### src/shared/sspt_pkg.sv
// Purpose: constants for the synchronous serial shift port
// Assumes: one instruction cycle equals one clk_sys_in cycle
// Notes: register map and field positions live here only
// How it works
// - an eight-bit shift register sits between a serial input pin, a serial output pin and a shift clock pin.
// - an internal shift clock means master mode and an external shift clock means slave mode.
// - nothing serial happens and no pin is driven unless the port-enable bit of the control register is one.
// - in master mode the shift clock period is 2, 4 or 8 instruction cycles for rate codes 00, 01 and 1x.
// - setting the busy flag starts shifting and the hardware clears it after eight bits.
// - clearing the busy flag early stops the shifting so that fewer than eight bits move.
// - with its enable set, completion of eight bits raises an interrupt request.
// - the shift clock rests low whenever nothing is shifting, in either phase option.
// - in master mode the port starts every exchange by driving the shift clock out.
// - in slave mode the clock pin is an input and the serial output drives only when its configuration bit is one.
// - in normal phase input is sampled on the rising edge and the register advances and drives on the falling edge.
// - in alternate phase input is sampled on the falling edge and output is driven on the rising edge.
// - the phase select is port g bit 6 of the configuration register, zero is normal, and it resets to zero.
package sspt_pkg;
    localparam int ADDR_W = 3;
    localparam logic [2:0] ADDR_CONTROL = 3'h0;
    localparam logic [2:0] ADDR_STATUS_WORD = 3'h1;
    localparam logic [2:0] ADDR_SHIFT = 3'h2;
    localparam logic [2:0] ADDR_PORT_G_CFG = 3'h3;
    localparam logic [2:0] ADDR_IRQ_STATUS = 3'h4;
    localparam logic [2:0] ADDR_IRQ_MASK = 3'h5;
    // control_reg fields
    localparam int BIT_PORT_ENABLE = 0;
    localparam int BIT_RATE_LOW = 1;
    localparam int BIT_RATE_HIGH = 2;
    // processor_status_word field
    localparam int BIT_BUSY = 0;
    // port g configuration fields
    localparam int BIT_PORT_G4 = 4;
    localparam int BIT_PORT_G5 = 5;
    localparam int BIT_PORT_G6 = 6;
    // interrupt status and mask field
    localparam int BIT_DONE = 0;
    localparam logic [7:0] RESET_BYTE = 8'h00;
    localparam logic [2:0] LAST_BIT = 3'h7;
    localparam int INSTR_CYCLES_PER_CLK = 1;
    // half of the shift clock period, in clk cycles, per rate code
    localparam logic [1:0] HALF_RATE_00 = 2'h1;
    localparam logic [1:0] HALF_RATE_01 = 2'h2;
    localparam logic [2:0] HALF_RATE_1X = 3'h4;

    typedef enum logic [1:0] {
        SSPT_IDLE = 2'b01,
        SSPT_RUN = 2'b10
    } sspt_state_type;

    function automatic logic [2:0] sspt_half_period(input logic [1:0] rate);
        if (rate[1]) begin
            return HALF_RATE_1X;
        end
        return rate[0] ? {1'b0, HALF_RATE_01} : {1'b0, HALF_RATE_00};
    endfunction : sspt_half_period
endpackage : sspt_pkg

### src/hw/sspt_sync.sv
// Purpose: two-flop synchronisers for the serial pins and clock edge finder
// Assumes: pins are asynchronous to clk_sys_in
// Notes: edges are found one flop after the synchroniser
`timescale 1ns/100ps
`default_nettype none
module sspt_sync (
    input wire logic clk_sys_in,
    input wire logic arst_n_in,
    input wire logic sk_pin_in,
    input wire logic si_pin_in,
    output logic sk_level_out,
    output logic si_level_out,
    output logic sk_rise_out,
    output logic sk_fall_out
);
    logic [1:0] meta_q;
    logic [1:0] meta_d;
    logic [1:0] stable_q;
    logic [1:0] stable_d;
    logic sk_prev_q;
    logic sk_prev_d;

    always_comb begin
        meta_d = {sk_pin_in, si_pin_in};
        stable_d = meta_q;
        sk_prev_d = stable_q[1];
    end

    always_ff @(posedge clk_sys_in or negedge arst_n_in) begin
        if (!arst_n_in) begin
            meta_q <= 2'h0;
            stable_q <= 2'h0;
            sk_prev_q <= 1'b0;
        end else begin
            meta_q <= meta_d;
            stable_q <= stable_d;
            sk_prev_q <= sk_prev_d;
        end
    end

    assign sk_level_out = stable_q[1];
    assign si_level_out = stable_q[0];
    assign sk_rise_out = stable_q[1] && !sk_prev_q;
    assign sk_fall_out = !stable_q[1] && sk_prev_q;
endmodule : sspt_sync
`default_nettype wire

### src/hw/sspt_port.sv
// Purpose: eight-bit synchronous serial shift port with register access
// Assumes: plain register port, read data one cycle after the read strobe
// Notes: master clock derived from clk_sys_in, slave clock sampled
`timescale 1ns/100ps
`default_nettype none
module sspt_port #(
    parameter int DATA_W = 8
) (
    input wire logic clk_sys_in,
    input wire logic arst_n_in,
    input wire logic [sspt_pkg::ADDR_W-1:0] addr_in,
    input wire logic [7:0] wdata_in,
    input wire logic wr_in,
    input wire logic rd_in,
    output logic [7:0] rdata_out,
    input wire logic si_pin_in,
    input wire logic shift_clock_pin_in,
    output logic shift_clock_pin_out,
    output logic shift_clock_pin_oe_out,
    output logic so_pin_out,
    output logic so_pin_oe_out,
    output logic irq_out
);
    if (DATA_W != 8) begin : g_width_check
        $error("sspt_port serves an eight-bit shift register only");
    end

    logic sk_level;
    logic si_level;
    logic sk_rise_ext;
    logic sk_fall_ext;

    sspt_sync u_sync (
        .clk_sys_in(clk_sys_in),
        .arst_n_in(arst_n_in),
        .sk_pin_in(shift_clock_pin_in),
        .si_pin_in(si_pin_in),
        .sk_level_out(sk_level),
        .si_level_out(si_level),
        .sk_rise_out(sk_rise_ext),
        .sk_fall_out(sk_fall_ext)
    );

    // register state
    logic [2:0] control_reg_q, control_reg_d;
    logic [7:0] port_g_cfg_q, port_g_cfg_d;
    logic irq_mask_q, irq_mask_d;
    logic irq_stat_q, irq_stat_d;
    logic [7:0] rdata_q, rdata_d;
    // shift engine state
    sspt_pkg::sspt_state_type state_q, state_d;
    logic [DATA_W-1:0] serial_shift_reg_q, serial_shift_reg_d;
    logic [2:0] bit_cnt_q, bit_cnt_d;
    logic [2:0] div_q, div_d;
    logic sk_q, sk_d;
    logic si_hold_q, si_hold_d;
    logic so_q, so_d;
    logic sk_oe_q, sk_oe_d;
    logic so_oe_q, so_oe_d;
    logic irq_q, irq_d;

    logic port_enable;
    logic is_master;
    logic alt_phase;
    logic busy;
    logic running;
    logic tick;
    logic rise_ev;
    logic fall_ev;
    logic last_bit;
    logic wr_status;
    logic wr_shift;

    always_comb begin
        port_enable = control_reg_q[sspt_pkg::BIT_PORT_ENABLE];
        // internal clock when the clock pin is configured as output
        is_master = port_g_cfg_q[sspt_pkg::BIT_PORT_G5];
        alt_phase = port_g_cfg_q[sspt_pkg::BIT_PORT_G6];
        busy = (state_q == sspt_pkg::SSPT_RUN);
        running = busy && port_enable;
        tick = running && is_master && (div_q == sspt_pkg::sspt_half_period(
            control_reg_q[sspt_pkg::BIT_RATE_HIGH:sspt_pkg::BIT_RATE_LOW])
            - 3'h1);
        rise_ev = running && (is_master ? (tick && !sk_q) : sk_rise_ext);
        fall_ev = running && (is_master ? (tick && sk_q) : sk_fall_ext);
        last_bit = fall_ev && (bit_cnt_q == sspt_pkg::LAST_BIT);
        wr_status = wr_in && (addr_in == sspt_pkg::ADDR_STATUS_WORD);
        wr_shift = wr_in && (addr_in == sspt_pkg::ADDR_SHIFT);
    end

    // shift engine
    always_comb begin
        state_d = state_q;
        serial_shift_reg_d = serial_shift_reg_q;
        bit_cnt_d = bit_cnt_q;
        div_d = 3'h0;
        sk_d = 1'b0;
        si_hold_d = si_hold_q;
        so_d = so_q;
        if (running && is_master) begin
            // master drives every exchange from its own divider
            div_d = tick ? 3'h0 : div_q + 3'h1;
            sk_d = tick ? !sk_q : sk_q;
        end
        if (rise_ev && !alt_phase) begin
            si_hold_d = si_level;
        end
        if (fall_ev) begin
            // msb leaves first, sampled bit enters at the bottom
            serial_shift_reg_d = {serial_shift_reg_q[DATA_W-2:0],
                alt_phase ? si_level : si_hold_q};
            bit_cnt_d = bit_cnt_q + 3'h1;
        end
        if (!alt_phase && fall_ev) begin
            so_d = serial_shift_reg_q[DATA_W-2];
        end else if (alt_phase && rise_ev) begin
            so_d = serial_shift_reg_q[DATA_W-1];
        end else if (!busy) begin
            so_d = serial_shift_reg_q[DATA_W-1];
        end
        if (last_bit) begin
            state_d = sspt_pkg::SSPT_IDLE;
            bit_cnt_d = 3'h0;
        end
        if (wr_shift) begin
            // loading while the clock is high is left to software
            serial_shift_reg_d = wdata_in;
            so_d = wdata_in[DATA_W-1];
        end
        if (wr_status) begin
            // a software set wins over the hardware clear above
            if (wdata_in[sspt_pkg::BIT_BUSY]) begin
                state_d = sspt_pkg::SSPT_RUN;
            end else begin
                state_d = sspt_pkg::SSPT_IDLE;
                bit_cnt_d = 3'h0;
            end
        end
        if (state_d == sspt_pkg::SSPT_IDLE) begin
            sk_d = 1'b0;
            div_d = 3'h0;
        end
    end

    // registers, pins and interrupt
    always_comb begin
        control_reg_d = control_reg_q;
        port_g_cfg_d = port_g_cfg_q;
        irq_mask_d = irq_mask_q;
        irq_stat_d = irq_stat_q;
        rdata_d = 8'h00;
        if (wr_in) begin
            unique case (addr_in)
                sspt_pkg::ADDR_CONTROL: control_reg_d = wdata_in[2:0];
                sspt_pkg::ADDR_PORT_G_CFG: port_g_cfg_d = wdata_in;
                sspt_pkg::ADDR_IRQ_MASK: irq_mask_d = wdata_in[0];
                default: ;
            endcase
        end
        if (rd_in) begin
            unique case (addr_in)
                sspt_pkg::ADDR_CONTROL: rdata_d = {5'h00, control_reg_q};
                sspt_pkg::ADDR_STATUS_WORD: rdata_d = {7'h00, busy};
                sspt_pkg::ADDR_SHIFT: rdata_d = serial_shift_reg_q;
                sspt_pkg::ADDR_PORT_G_CFG: rdata_d = port_g_cfg_q;
                sspt_pkg::ADDR_IRQ_STATUS: rdata_d = {7'h00, irq_stat_q};
                sspt_pkg::ADDR_IRQ_MASK: rdata_d = {7'h00, irq_mask_q};
                default: rdata_d = 8'h00;
            endcase
            if (addr_in == sspt_pkg::ADDR_IRQ_STATUS) begin
                irq_stat_d = 1'b0;
            end
        end
        if (last_bit) begin
            irq_stat_d = 1'b1;
        end
        irq_d = irq_stat_d && irq_mask_d;
        // pins reach the port only with the port enabled
        sk_oe_d = control_reg_d[sspt_pkg::BIT_PORT_ENABLE]
            && port_g_cfg_d[sspt_pkg::BIT_PORT_G5];
        so_oe_d = control_reg_d[sspt_pkg::BIT_PORT_ENABLE]
            && port_g_cfg_d[sspt_pkg::BIT_PORT_G4];
    end

    always_ff @(posedge clk_sys_in or negedge arst_n_in) begin
        if (!arst_n_in) begin
            state_q <= sspt_pkg::SSPT_IDLE;
            serial_shift_reg_q <= sspt_pkg::RESET_BYTE;
            bit_cnt_q <= 3'h0;
            div_q <= 3'h0;
            sk_q <= 1'b0;
            si_hold_q <= 1'b0;
            so_q <= 1'b0;
            control_reg_q <= 3'h0;
            port_g_cfg_q <= sspt_pkg::RESET_BYTE;
            irq_mask_q <= 1'b0;
            irq_stat_q <= 1'b0;
            rdata_q <= 8'h00;
            sk_oe_q <= 1'b0;
            so_oe_q <= 1'b0;
            irq_q <= 1'b0;
        end else begin
            state_q <= state_d;
            serial_shift_reg_q <= serial_shift_reg_d;
            bit_cnt_q <= bit_cnt_d;
            div_q <= div_d;
            sk_q <= sk_d;
            si_hold_q <= si_hold_d;
            so_q <= so_d;
            control_reg_q <= control_reg_d;
            port_g_cfg_q <= port_g_cfg_d;
            irq_mask_q <= irq_mask_d;
            irq_stat_q <= irq_stat_d;
            rdata_q <= rdata_d;
            sk_oe_q <= sk_oe_d;
            so_oe_q <= so_oe_d;
            irq_q <= irq_d;
        end
    end

    assign rdata_out = rdata_q;
    assign shift_clock_pin_out = sk_q;
    assign shift_clock_pin_oe_out = sk_oe_q;
    assign so_pin_out = so_q;
    assign so_pin_oe_out = so_oe_q;
    assign irq_out = irq_q;

    property p_sk_idle_low;
        @(posedge clk_sys_in) disable iff (!arst_n_in)
        (!busy && !wr_status) |=> !sk_q;
    endproperty
    a_sk_idle_low: assert property (p_sk_idle_low)
        else $error("shift clock high while idle");

    property p_busy_clears;
        @(posedge clk_sys_in) disable iff (!arst_n_in)
        (last_bit && !wr_status) |=> (!busy && bit_cnt_q == 3'h0);
    endproperty
    a_busy_clears: assert property (p_busy_clears)
        else $error("busy not cleared after eighth bit");

    property p_abort;
        @(posedge clk_sys_in) disable iff (!arst_n_in)
        (wr_status && !wdata_in[0]) |=> (!busy ##1 !sk_q);
    endproperty
    a_abort: assert property (p_abort)
        else $error("shifting continued after software clear");

    property p_irq;
        @(posedge clk_sys_in) disable iff (!arst_n_in)
        (last_bit && irq_mask_q && !wr_in) |=> (irq_out && irq_stat_q);
    endproperty
    a_irq: assert property (p_irq)
        else $error("completion did not raise interrupt");

    property p_slow_rate;
        @(posedge clk_sys_in) disable iff (!arst_n_in)
        ($rose(sk_q) && control_reg_q[sspt_pkg::BIT_RATE_HIGH] && !wr_in)
        |-> (sk_q || !busy)[*4] ##1 (!sk_q);
    endproperty
    a_slow_rate: assert property (p_slow_rate)
        else $error("slow shift clock half period not four cycles");

    property p_fast_rate;
        @(posedge clk_sys_in) disable iff (!arst_n_in)
        (running && is_master && sk_q && control_reg_q[2:1] == 2'h0)
        |=> !sk_q;
    endproperty
    a_fast_rate: assert property (p_fast_rate)
        else $error("fast shift clock half period not one cycle");

    property p_pins_off;
        @(posedge clk_sys_in) disable iff (!arst_n_in)
        (!control_reg_d[0] || !port_g_cfg_d[5]) |=> !shift_clock_pin_oe_out;
    endproperty
    a_pins_off: assert property (p_pins_off)
        else $error("clock pin driven while disabled or in slave mode");

    property p_normal_shift;
        @(posedge clk_sys_in) disable iff (!arst_n_in)
        (fall_ev && !alt_phase && !wr_in) |=>
        (serial_shift_reg_q == {$past(serial_shift_reg_q[6:0]),
            $past(si_hold_q)}) && (so_q == serial_shift_reg_q[7]);
    endproperty
    a_normal_shift: assert property (p_normal_shift)
        else $error("normal phase shift wrong");

    property p_alt_drive;
        @(posedge clk_sys_in) disable iff (!arst_n_in)
        (rise_ev && alt_phase && !wr_in) |=>
        (so_q == $past(serial_shift_reg_q[7]));
    endproperty
    a_alt_drive: assert property (p_alt_drive)
        else $error("alternate phase output not driven on rising edge");

    property p_count;
        @(posedge clk_sys_in) disable iff (!arst_n_in)
        (fall_ev && !last_bit && !wr_in) |=>
        (bit_cnt_q == $past(bit_cnt_q) + 3'h1);
    endproperty
    a_count: assert property (p_count)
        else $error("bit counter did not advance");

    property p_disabled_hold;
        @(posedge clk_sys_in) disable iff (!arst_n_in)
        (busy && !port_enable && !wr_in) |=>
        (!sk_q && bit_cnt_q == $past(bit_cnt_q)
            && serial_shift_reg_q == $past(serial_shift_reg_q));
    endproperty
    a_disabled_hold: assert property (p_disabled_hold)
        else $error("shifting while the port is disabled");

    property p_mid_rate;
        @(posedge clk_sys_in) disable iff (!arst_n_in)
        ($rose(sk_q) && !control_reg_q[sspt_pkg::BIT_RATE_HIGH]
            && control_reg_q[sspt_pkg::BIT_RATE_LOW] && !wr_in)
        |-> sk_q[*2] ##1 !sk_q;
    endproperty
    a_mid_rate: assert property (p_mid_rate)
        else $error("middle shift clock half period not two cycles");

    property p_done_sticky;
        @(posedge clk_sys_in) disable iff (!arst_n_in)
        (irq_stat_q && !(rd_in && addr_in == sspt_pkg::ADDR_IRQ_STATUS))
        |=> irq_stat_q;
    endproperty
    a_done_sticky: assert property (p_done_sticky)
        else $error("completion flag lost without a read");

    property p_done_read_clear;
        @(posedge clk_sys_in) disable iff (!arst_n_in)
        (rd_in && addr_in == sspt_pkg::ADDR_IRQ_STATUS && !last_bit)
        |=> (!irq_stat_q && !irq_out);
    endproperty
    a_done_read_clear: assert property (p_done_read_clear)
        else $error("reading the status did not clear it");

    property p_slave_clock_low;
        @(posedge clk_sys_in) disable iff (!arst_n_in)
        !is_master |=> !shift_clock_pin_out;
    endproperty
    a_slave_clock_low: assert property (p_slave_clock_low)
        else $error("shift clock made internally in slave mode");
endmodule : sspt_port
`default_nettype wire

### config.mk
export PLATFORM = sky130hd
export DESIGN_NAME = sspt_port
export DESIGN_NICKNAME = d
export VERILOG_FILES = /design/src/shared/sspt_pkg.sv /design/src/hw/sspt_sync.sv /design/src/hw/sspt_port.sv
export SDC_FILE = /design/constraint.sdc
export NUM_CORES = 1
export LEC_CHECK = 0
export CAP_MARGIN = 20
export CORE_UTILIZATION = 59
export CTS_BUF_LIST = sky130_fd_sc_hd__clkbuf_8
export DETAILED_ROUTE_END_ITERATION = 8
export DONT_BUFFER_PORTS = 1
export PLACE_DENSITY = 0.88
export SYNTH_ARGS = -nofsm -noshare
export SYNTH_HDL_FRONTEND = slang
export SYNTH_SLANG_ARGS = --single-unit
### constraint.sdc
create_clock -name clk_sys_in -period 1.5 [get_ports clk_sys_in]
set_input_delay 0.075 -clock clk_sys_in [delete_from_list [all_inputs] [get_ports clk_sys_in]]
set_output_delay 0.075 -clock clk_sys_in [all_outputs]
set_load 0.01 [all_outputs]
==> metrics.csv, run 1 <==
metric,value,unit
dp_hpwl,3.19,mm
layout_common_cells,"47 x dfrtp_1, 18 x mux2i_1, 16 x mux2_2, 16 x dlygate4sd3_1, 15 x nor2_1",
violations,negative setup slack,
fmax,616,MHz
crit_path_end_kind,register,
met3WireLength,168,microns
worstPathCellList,nor3_2 -> a21o_1 -> a31oi_1 -> nor3_1 -> mux2_2,
clock_latency,0.30,ns
path_clk_slew,0.08,ns
grt_setup_unrepaired,yes,
finalSetupViolCount,15,
die_x,63.4,microns
regToRegStartpoint,div_q[1],
layout.nets,235,
p_leak,1.20,nW
fin_crit_sh,1.08,
syn_to_final_growth,23.5,%
met1_length,2.23,mm
ys_ff_latch,48,
rr_worst_depth,5,
cts.sinks,48,
hold_depth,2,
first_pass_iters,4,
initial_core_util,0.642,
coreArea,3470,sq um
min_period,1.62,ns
netlist_area,2230,sq um
final_cell_area,2750,sq um
grt_pass1_wl,8.29,mm
ys_seq_area_frac,0.540,
root_buffer,clkbuf_8,
viasPerCell,6.10,
cts_tree,yes,
tightest_slew,0.463,ns
hold_violations,0,
dieArea,4020,sq um
finClkSkew,0.00610,ns
critPathKind,register to register,
antenna_cells,0,
via_count,1599,
post-route-drc-count,0,
ant_nets,0,
async_flop_share,1.00,
worst_path_largest_cell_delay,0.42,ns
wl_per_cell,19.4,microns
cp.required,1.68,ns
setup-tns-final,-0.797,ns
startpoint_type,register,
crit_family,flip-flops,
ys_warn_count,0,
final_common_cell,dfrtp_1,
cp_num_buf_inv,0,
dr_wl_met2,2.57,mm
synth_edf_count,0,
hp-class,primary input to register,
place_area,2340,sq um
drt-initial-drc-count,95,
relSlewSlack,0.687,
grt_max_degree,49,
cts_buffers,5,
routed_wl,5.09,mm
post_synth_num_cell_types,42,
final.setup.worst_slack,-0.123,ns
min_to,irq_stat_q,
clock_path_buffers,2,
max-vdd-ir-drop,0.703,mV
synth_area_per_cell,12.1,sq um
grt_use_total,0.275,
rows,21,
reg2reg_to,si_hold_q,
outcome,finished with violations,
h-tree-depth,2,
place.gp.congestion,0.872,
ys.flop_type,dfrtp_1,
highest_layer,met4,
cp_slowest_cell,dfrtp_1,
path_max_fanout,3,
die_h,63.4,microns
grt_pass1_vias,1745,
cap_violations,0,
crit_arrival,1.81,ns
port_buffers,0,
antenna_found_initial,0,
p_per_area,1230,nW/um^2
dp_slack,-0.0992,ns
syn_nets,204,
grt-ovfl-total,0,
total_power,0.00339,W
io_pins,30,
finalMaxSlewViolations,0,
min_from,addr_in[2],
regToRegSetupSlack,-0.12,ns
syn_inst,184,
drive_above_1_share,0.287,
[metrics by stage]
step / hold WS (ns) / std cells / util
after global placement: -0.220 / 235 / 0.674
after detailed placement: -0.220 / 235 / 0.674
after floorplan: -0.221 / 184 / -
after CTS: 0.00840 / 261 / 0.780
after global routing: 0.00825 / 262 / 0.793
final: 0.00269 / 262 / 0.793
[synthesized netlist by cell type (all sizes together) (2+ instances only)]
library cell,n,area share
mux2i,19,0.085
a21oi,5,0.013
buf,8,0.028
nand2,9,0.015
ha,3,0.017
dfrtp,47,0.53
a22o,2,0.0084
nor2b,2,0.0056
nor3,3,0.0090
and2,3,0.0084
nand4b,2,0.011
a31oi,3,0.0084
a22oi,3,0.010
nand3,3,0.0090
o21ai,13,0.031
nand2b,3,0.0084
nor2,15,0.025
nor3b,3,0.010
nand3b,4,0.013
xnor2,3,0.012
mux2,16,0.081
inv,5,0.0084
[repair_timing]
item	in CTS	in global routing
setup endpoints to repair	14	16
endpoints found under the hold margin	82	0
hold buffers	17	0
pin swaps	3	2
resized for setup	9	8
buffers inserted	1	1
[cell families (layout without fill, tap and decap cells)]
family / Yosys count / count (layout) / share of synthesized area
AND/OR/NAND/NOR: 53 / 53 / 0.148
flip-flops: 48 / 48 / 0.540
multiplexers: 35 / 35 / 0.166
AO/OA/AOI/OAI: 29 / 29 / 0.0810
buffers and inverters: 13 / 45 / 0.0360
adder cells (fa/ha/maj): 3 / 3 / 0.0169
XOR/XNOR: 3 / 3 / 0.0118
[worst register-to-register path, delay by kind of cell, from the launching register on]
kind | cells | cell delay, ns
compound gates | 2 | 0.33
mux | 1 | 0.37
simple gates | 2 | 0.39
flops | 1 | 0.42
[state kept, by name, summed over array words and instances, names as in the netlist, 3 cells and up]
signal              cells
div_q                   3
serial_shift_reg_q      8
port_g_cfg_q            8
control_reg_q           3
bit_cnt_q               3
rdata_out               8
[per-layer routing]
layer,track usage,up-vias
li1,-,712
met1,0.349,838
met2,0.457,39
met3,0.0580,10
met4,0.105,0
met5,0,-
[area by class of cell]
class                           instances  area, sq um
Clock buffer                            7         96.3
Clock inverter                          1         30.0
Fill cell                             212          719
Inverter                                5         18.8
Multi-Input combinational cell        123         1030
Sequential cell                        48         1200
Tap cell                               46         57.6
Timing Repair Buffer                   32          313
[where the power goes]
group          internal [W]  switching [W]  total, W
logic              0.000356       0.000332  0.000688
registers           0.00151       0.000192   0.00170
clock network      0.000588       0.000413   0.00100
total               0.00245       0.000937   0.00339
[worst max-delay path by stage]
stage | start | to | slack [ns] | cells after the start
2_1_floorplan | div_q[2] | serial_shift_reg_q[4] | 0.02 | 6
3_3_place_gp | control_reg_q[2] | si_hold_q | -0.03 | 5
3_5_place_dp | control_reg_q[2] | si_hold_q | -0.1 | 5
4_1_cts | div_q[2] | si_hold_q | -0.07 | 5
5_1_grt | port_g_cfg_q[5] | serial_shift_reg_q[7] | -0.17 | 6
6_report | div_q[1] | si_hold_q | -0.12 | 5
Power figures use the tool's default switching activity.
==> inputs of run 2 (changes only) <==
--- a/config.mk
+++ b/config.mk
@@ -8,9 +8,11 @@
 export CAP_MARGIN = 20
 export CORE_UTILIZATION = 59
 export CTS_BUF_LIST = sky130_fd_sc_hd__clkbuf_8
+export CTS_CLUSTER_DIAMETER = 60
 export DETAILED_ROUTE_END_ITERATION = 8
 export DONT_BUFFER_PORTS = 1
 export PLACE_DENSITY = 0.88
 export SYNTH_ARGS = -nofsm -noshare
 export SYNTH_HDL_FRONTEND = slang
+export SYNTH_HIERARCHICAL = 1
 export SYNTH_SLANG_ARGS = --single-unit
==> run 2 against run 1 <==
The flow finishes with violations (negative hold slack, negative setup slack). Highest routed layer unchanged. Via count grew 4.1%. Largest power group unchanged. Cell count up 3.1%. Sequential cell count stayed put. First-iteration DRC count rose by 2.1%. Sequential share of layout area rose by 0.89 points. Clock power shrank 20%.
==> metrics.csv, run 2 <==
metric,value,unit,change
grt-ovfl-total,0,,unchanged
crit_path_end_kind,register,,
cp.required,1.69,ns,about the same
hold_slack,-0.00645,ns,-0.00914 ns
min_to,control_reg_q[0],,
worst_path_largest_cell_delay,0.44,ns,+0.02 ns
cts_tree,yes,,
finClkSkew,0.0105,ns,+0.00443 ns
final_cell_area,2690,sq um,-2.0%
min_from,wdata_in[0],,
grt_setup_unrepaired,yes,,
antenna_cells,0,,unchanged
clock_path_buffers,2,,unchanged
cts_buffers,5,,unchanged
layout_common_cells,"47 x dfrtp_1, 22 x nor2_1, 17 x mux2i_1",,
cap_violations,0,,unchanged
hold_violations,2,,+2
ys_ff_latch,48,,unchanged
die_x,63.3,microns,-0.24%
ant_nets,0,,unchanged
layout.nets,243,,+3.4%
dp_cells,243,,+3.4%
viasPerCell,6.17,,+1.0%
ys_top_cells_by_area,"dfrtp_1 53%, mux2i_1 7.7%, mux2_2 5.6%, nor2_1 3.7%, a21oi_1 2.5%",,
first_pass_iters,4,,unchanged
crit_arrival,1.85,ns,+0.04 ns
synth_commonest_cells,"47 x dfrtp_1, 22 x nor2_1, 17 x mux2i_1",,
wl_per_cell,20.0,microns,+3.3%
h-tree-depth,2,,unchanged
finalMaxSlewViolations,0,,unchanged
fin_cells,270,,+3.1%
finalSetupViolCount,16,,+1
grt_max_degree,49,,unchanged
io_pins,30,,unchanged
cts.sinks,48,,unchanged
post-route-drc-count,0,,unchanged
dp_hpwl,3.31,mm,+3.9%
root_buffer,clkbuf_8,,
drt-initial-drc-count,97,,+2.1%
tightest_slew,0.467,ns,+0.00352 ns
initial_core_util,0.639,,-0.00325
ys_seq_area_frac,0.543,,+0.00275
grt_pass1_wl,8.34,mm,+0.68%
async_flop_share,1.00,,unchanged
path_max_fanout,4,,+1
startpoint_type,register,,
syn_to_final_growth,21.6,%,
setup-tns-final,-1.41,ns,-0.608 ns
syn_nets,209,,+2.5%
netlist_area,2210,sq um,-0.51%
via_count,1665,,+4.1%
max-vdd-ir-drop,0.765,mV,+8.7%
yosys.area.top_type,dfrtp_1,,
dieArea,4000,sq um,-0.49%
post_synth_num_cell_types,46,,+9.5%
port_buffers,0,,unchanged
regToRegStartpoint,div_q[0],,
outcome,finished with violations,,
ys.flop_type,dfrtp_1,,
cp_slowest_cell,dfrtp_1,,
relSlewSlack,0.688,,+0.00106
synth_edf_count,0,,unchanged
grt_pass1_vias,1765,,+1.1%
final_common_cell,dfrtp_1,,
grt_use_total,0.278,,+0.00379
rr_worst_depth,6,,+1
antenna_found_initial,0,,unchanged
die_h,63.3,microns,-0.24%
fmax,601,MHz,-2.4%
synth_top_area_share,0.531,,+0.00269
regToRegSetupSlack,-0.16,ns,-0.04 ns
path_clk_slew,0.08,ns,about the same
hold_depth,2,,unchanged
synth_area_per_cell,11.7,sq um,-3.1%
violations,"negative hold slack, negative setup slack",,
ys_warn_count,6,,+6
min_period,1.66,ns,+0.0406 ns
yosys.cell_count.top_type,dfrtp_1,,
p_per_area,1170,nW/um^2,-4.7%
place_area,2350,sq um,+0.37%
worstPathCellList,and4b_1 -> a21oi_4 -> buf_4 -> o22ai_1 -> nand3b_1 -> mux2_2,,
hp-class,primary input to register,,
routed_wl,5.41,mm,+6.4%
clock_latency,0.31,ns,about the same
coreArea,3470,sq um,unchanged
rows,21,,unchanged
final.setup.worst_slack,-0.163,ns,-0.0406 ns
syn_inst,189,,+2.7%
fin_crit_sh,1.11,,+0.0271
reg2reg_to,si_hold_q,,
drive_above_1_share,0.250,,-0.0370
critPathKind,register to register,,
p_leak,1.21,nW,+0.99%
place.gp.congestion,0.879,,+0.83%
## run 2: per-layer routing
layer | share of wire | GRT usage | wire length (microns)
met5 | 0 | 0 | 0
met4 | 0.042 | 0.151 | 226
met3 | 0.065 | 0.0797 | 354
met2 | 0.51 | 0.472 | 2760
met1 | 0.38 | 0.316 | 2070
## run 2: layout make-up
type	instances	area, sq um
timing repair buffer	35	332
inverter	6	22.5
clock buffer	6	82.6
multi-input combinational	127	987
sequential	48	1200
clock inverter	2	10.0
tap	46	57.6
fill	203	774
## run 2: how the worst max path moves through the flow
stage / start / end / slack [ns] / depth (start not counted)
2_1_floorplan: div_q[2] / serial_shift_reg_q[4] / -0.03 / 6
3_3_place_gp: state_q[0] / state_q[1] / -0.06 / 6
3_5_place_dp: control_reg_q[2] / serial_shift_reg_q[1] / -0.10 / 6
4_1_cts: div_q[2] / serial_shift_reg_q[1] / -0.11 / 6
5_1_grt: div_q[0] / si_hold_q / -0.21 / 6
6_report: div_q[0] / si_hold_q / -0.16 / 6
## run 2: where the power goes
| part | switching (W) | internal, W | total (W) | leakage, nW |
|---|---|---|---|---|
| clock network | 0.000430 | 0.000368 | 0.000798 | 0.0510 |
| registers | 0.000198 | 0.00150 | 0.00170 | 0.597 |
| logic | 0.000314 | 0.000351 | 0.000665 | 0.566 |
## run 2: cell families after synthesis
group,after synthesis,synth area share
mux,28,0.133
simple gates,62,0.164
compound gates,31,0.101
flops,48,0.543
fa+ha+maj,3,0.0170
buf+inv,14,0.0305
xor+xnor,3,0.0119
## run 2: critical path: cells and delay by family, from the launching register on
family                 cells  cell delay [ns]
AO/OA/AOI/OAI              2             0.26
flip-flops                 1             0.44
multiplexers               1             0.33
buffers and inverters      1             0.15
AND/OR/NAND/NOR            2             0.37
## run 2: stage by stage
step / setup WS [ns] / power, W / util
after CTS: -0.106 / 0.00309 / 0.761
after floorplan: -0.0253 / 0.00204 / -
after global routing: -0.211 / 0.00331 / 0.777
after global placement: -0.0562 / 0.00217 / 0.677
after detailed placement: -0.101 / 0.00223 / 0.677
final: -0.163 / 0.00316 / 0.777
## run 2: timing repair
| item | 4_1_cts | 5_1_grt |
|---|---|---|
| buffers inserted | 1 | 2 |
| endpoints found under the setup margin | 15 | 16 |
| pin swaps | 7 | 8 |
| hold endpoints to repair | 76 | 0 |
| gates resized for setup | 3 | 7 |
| hold buffers | 16 | 0 |
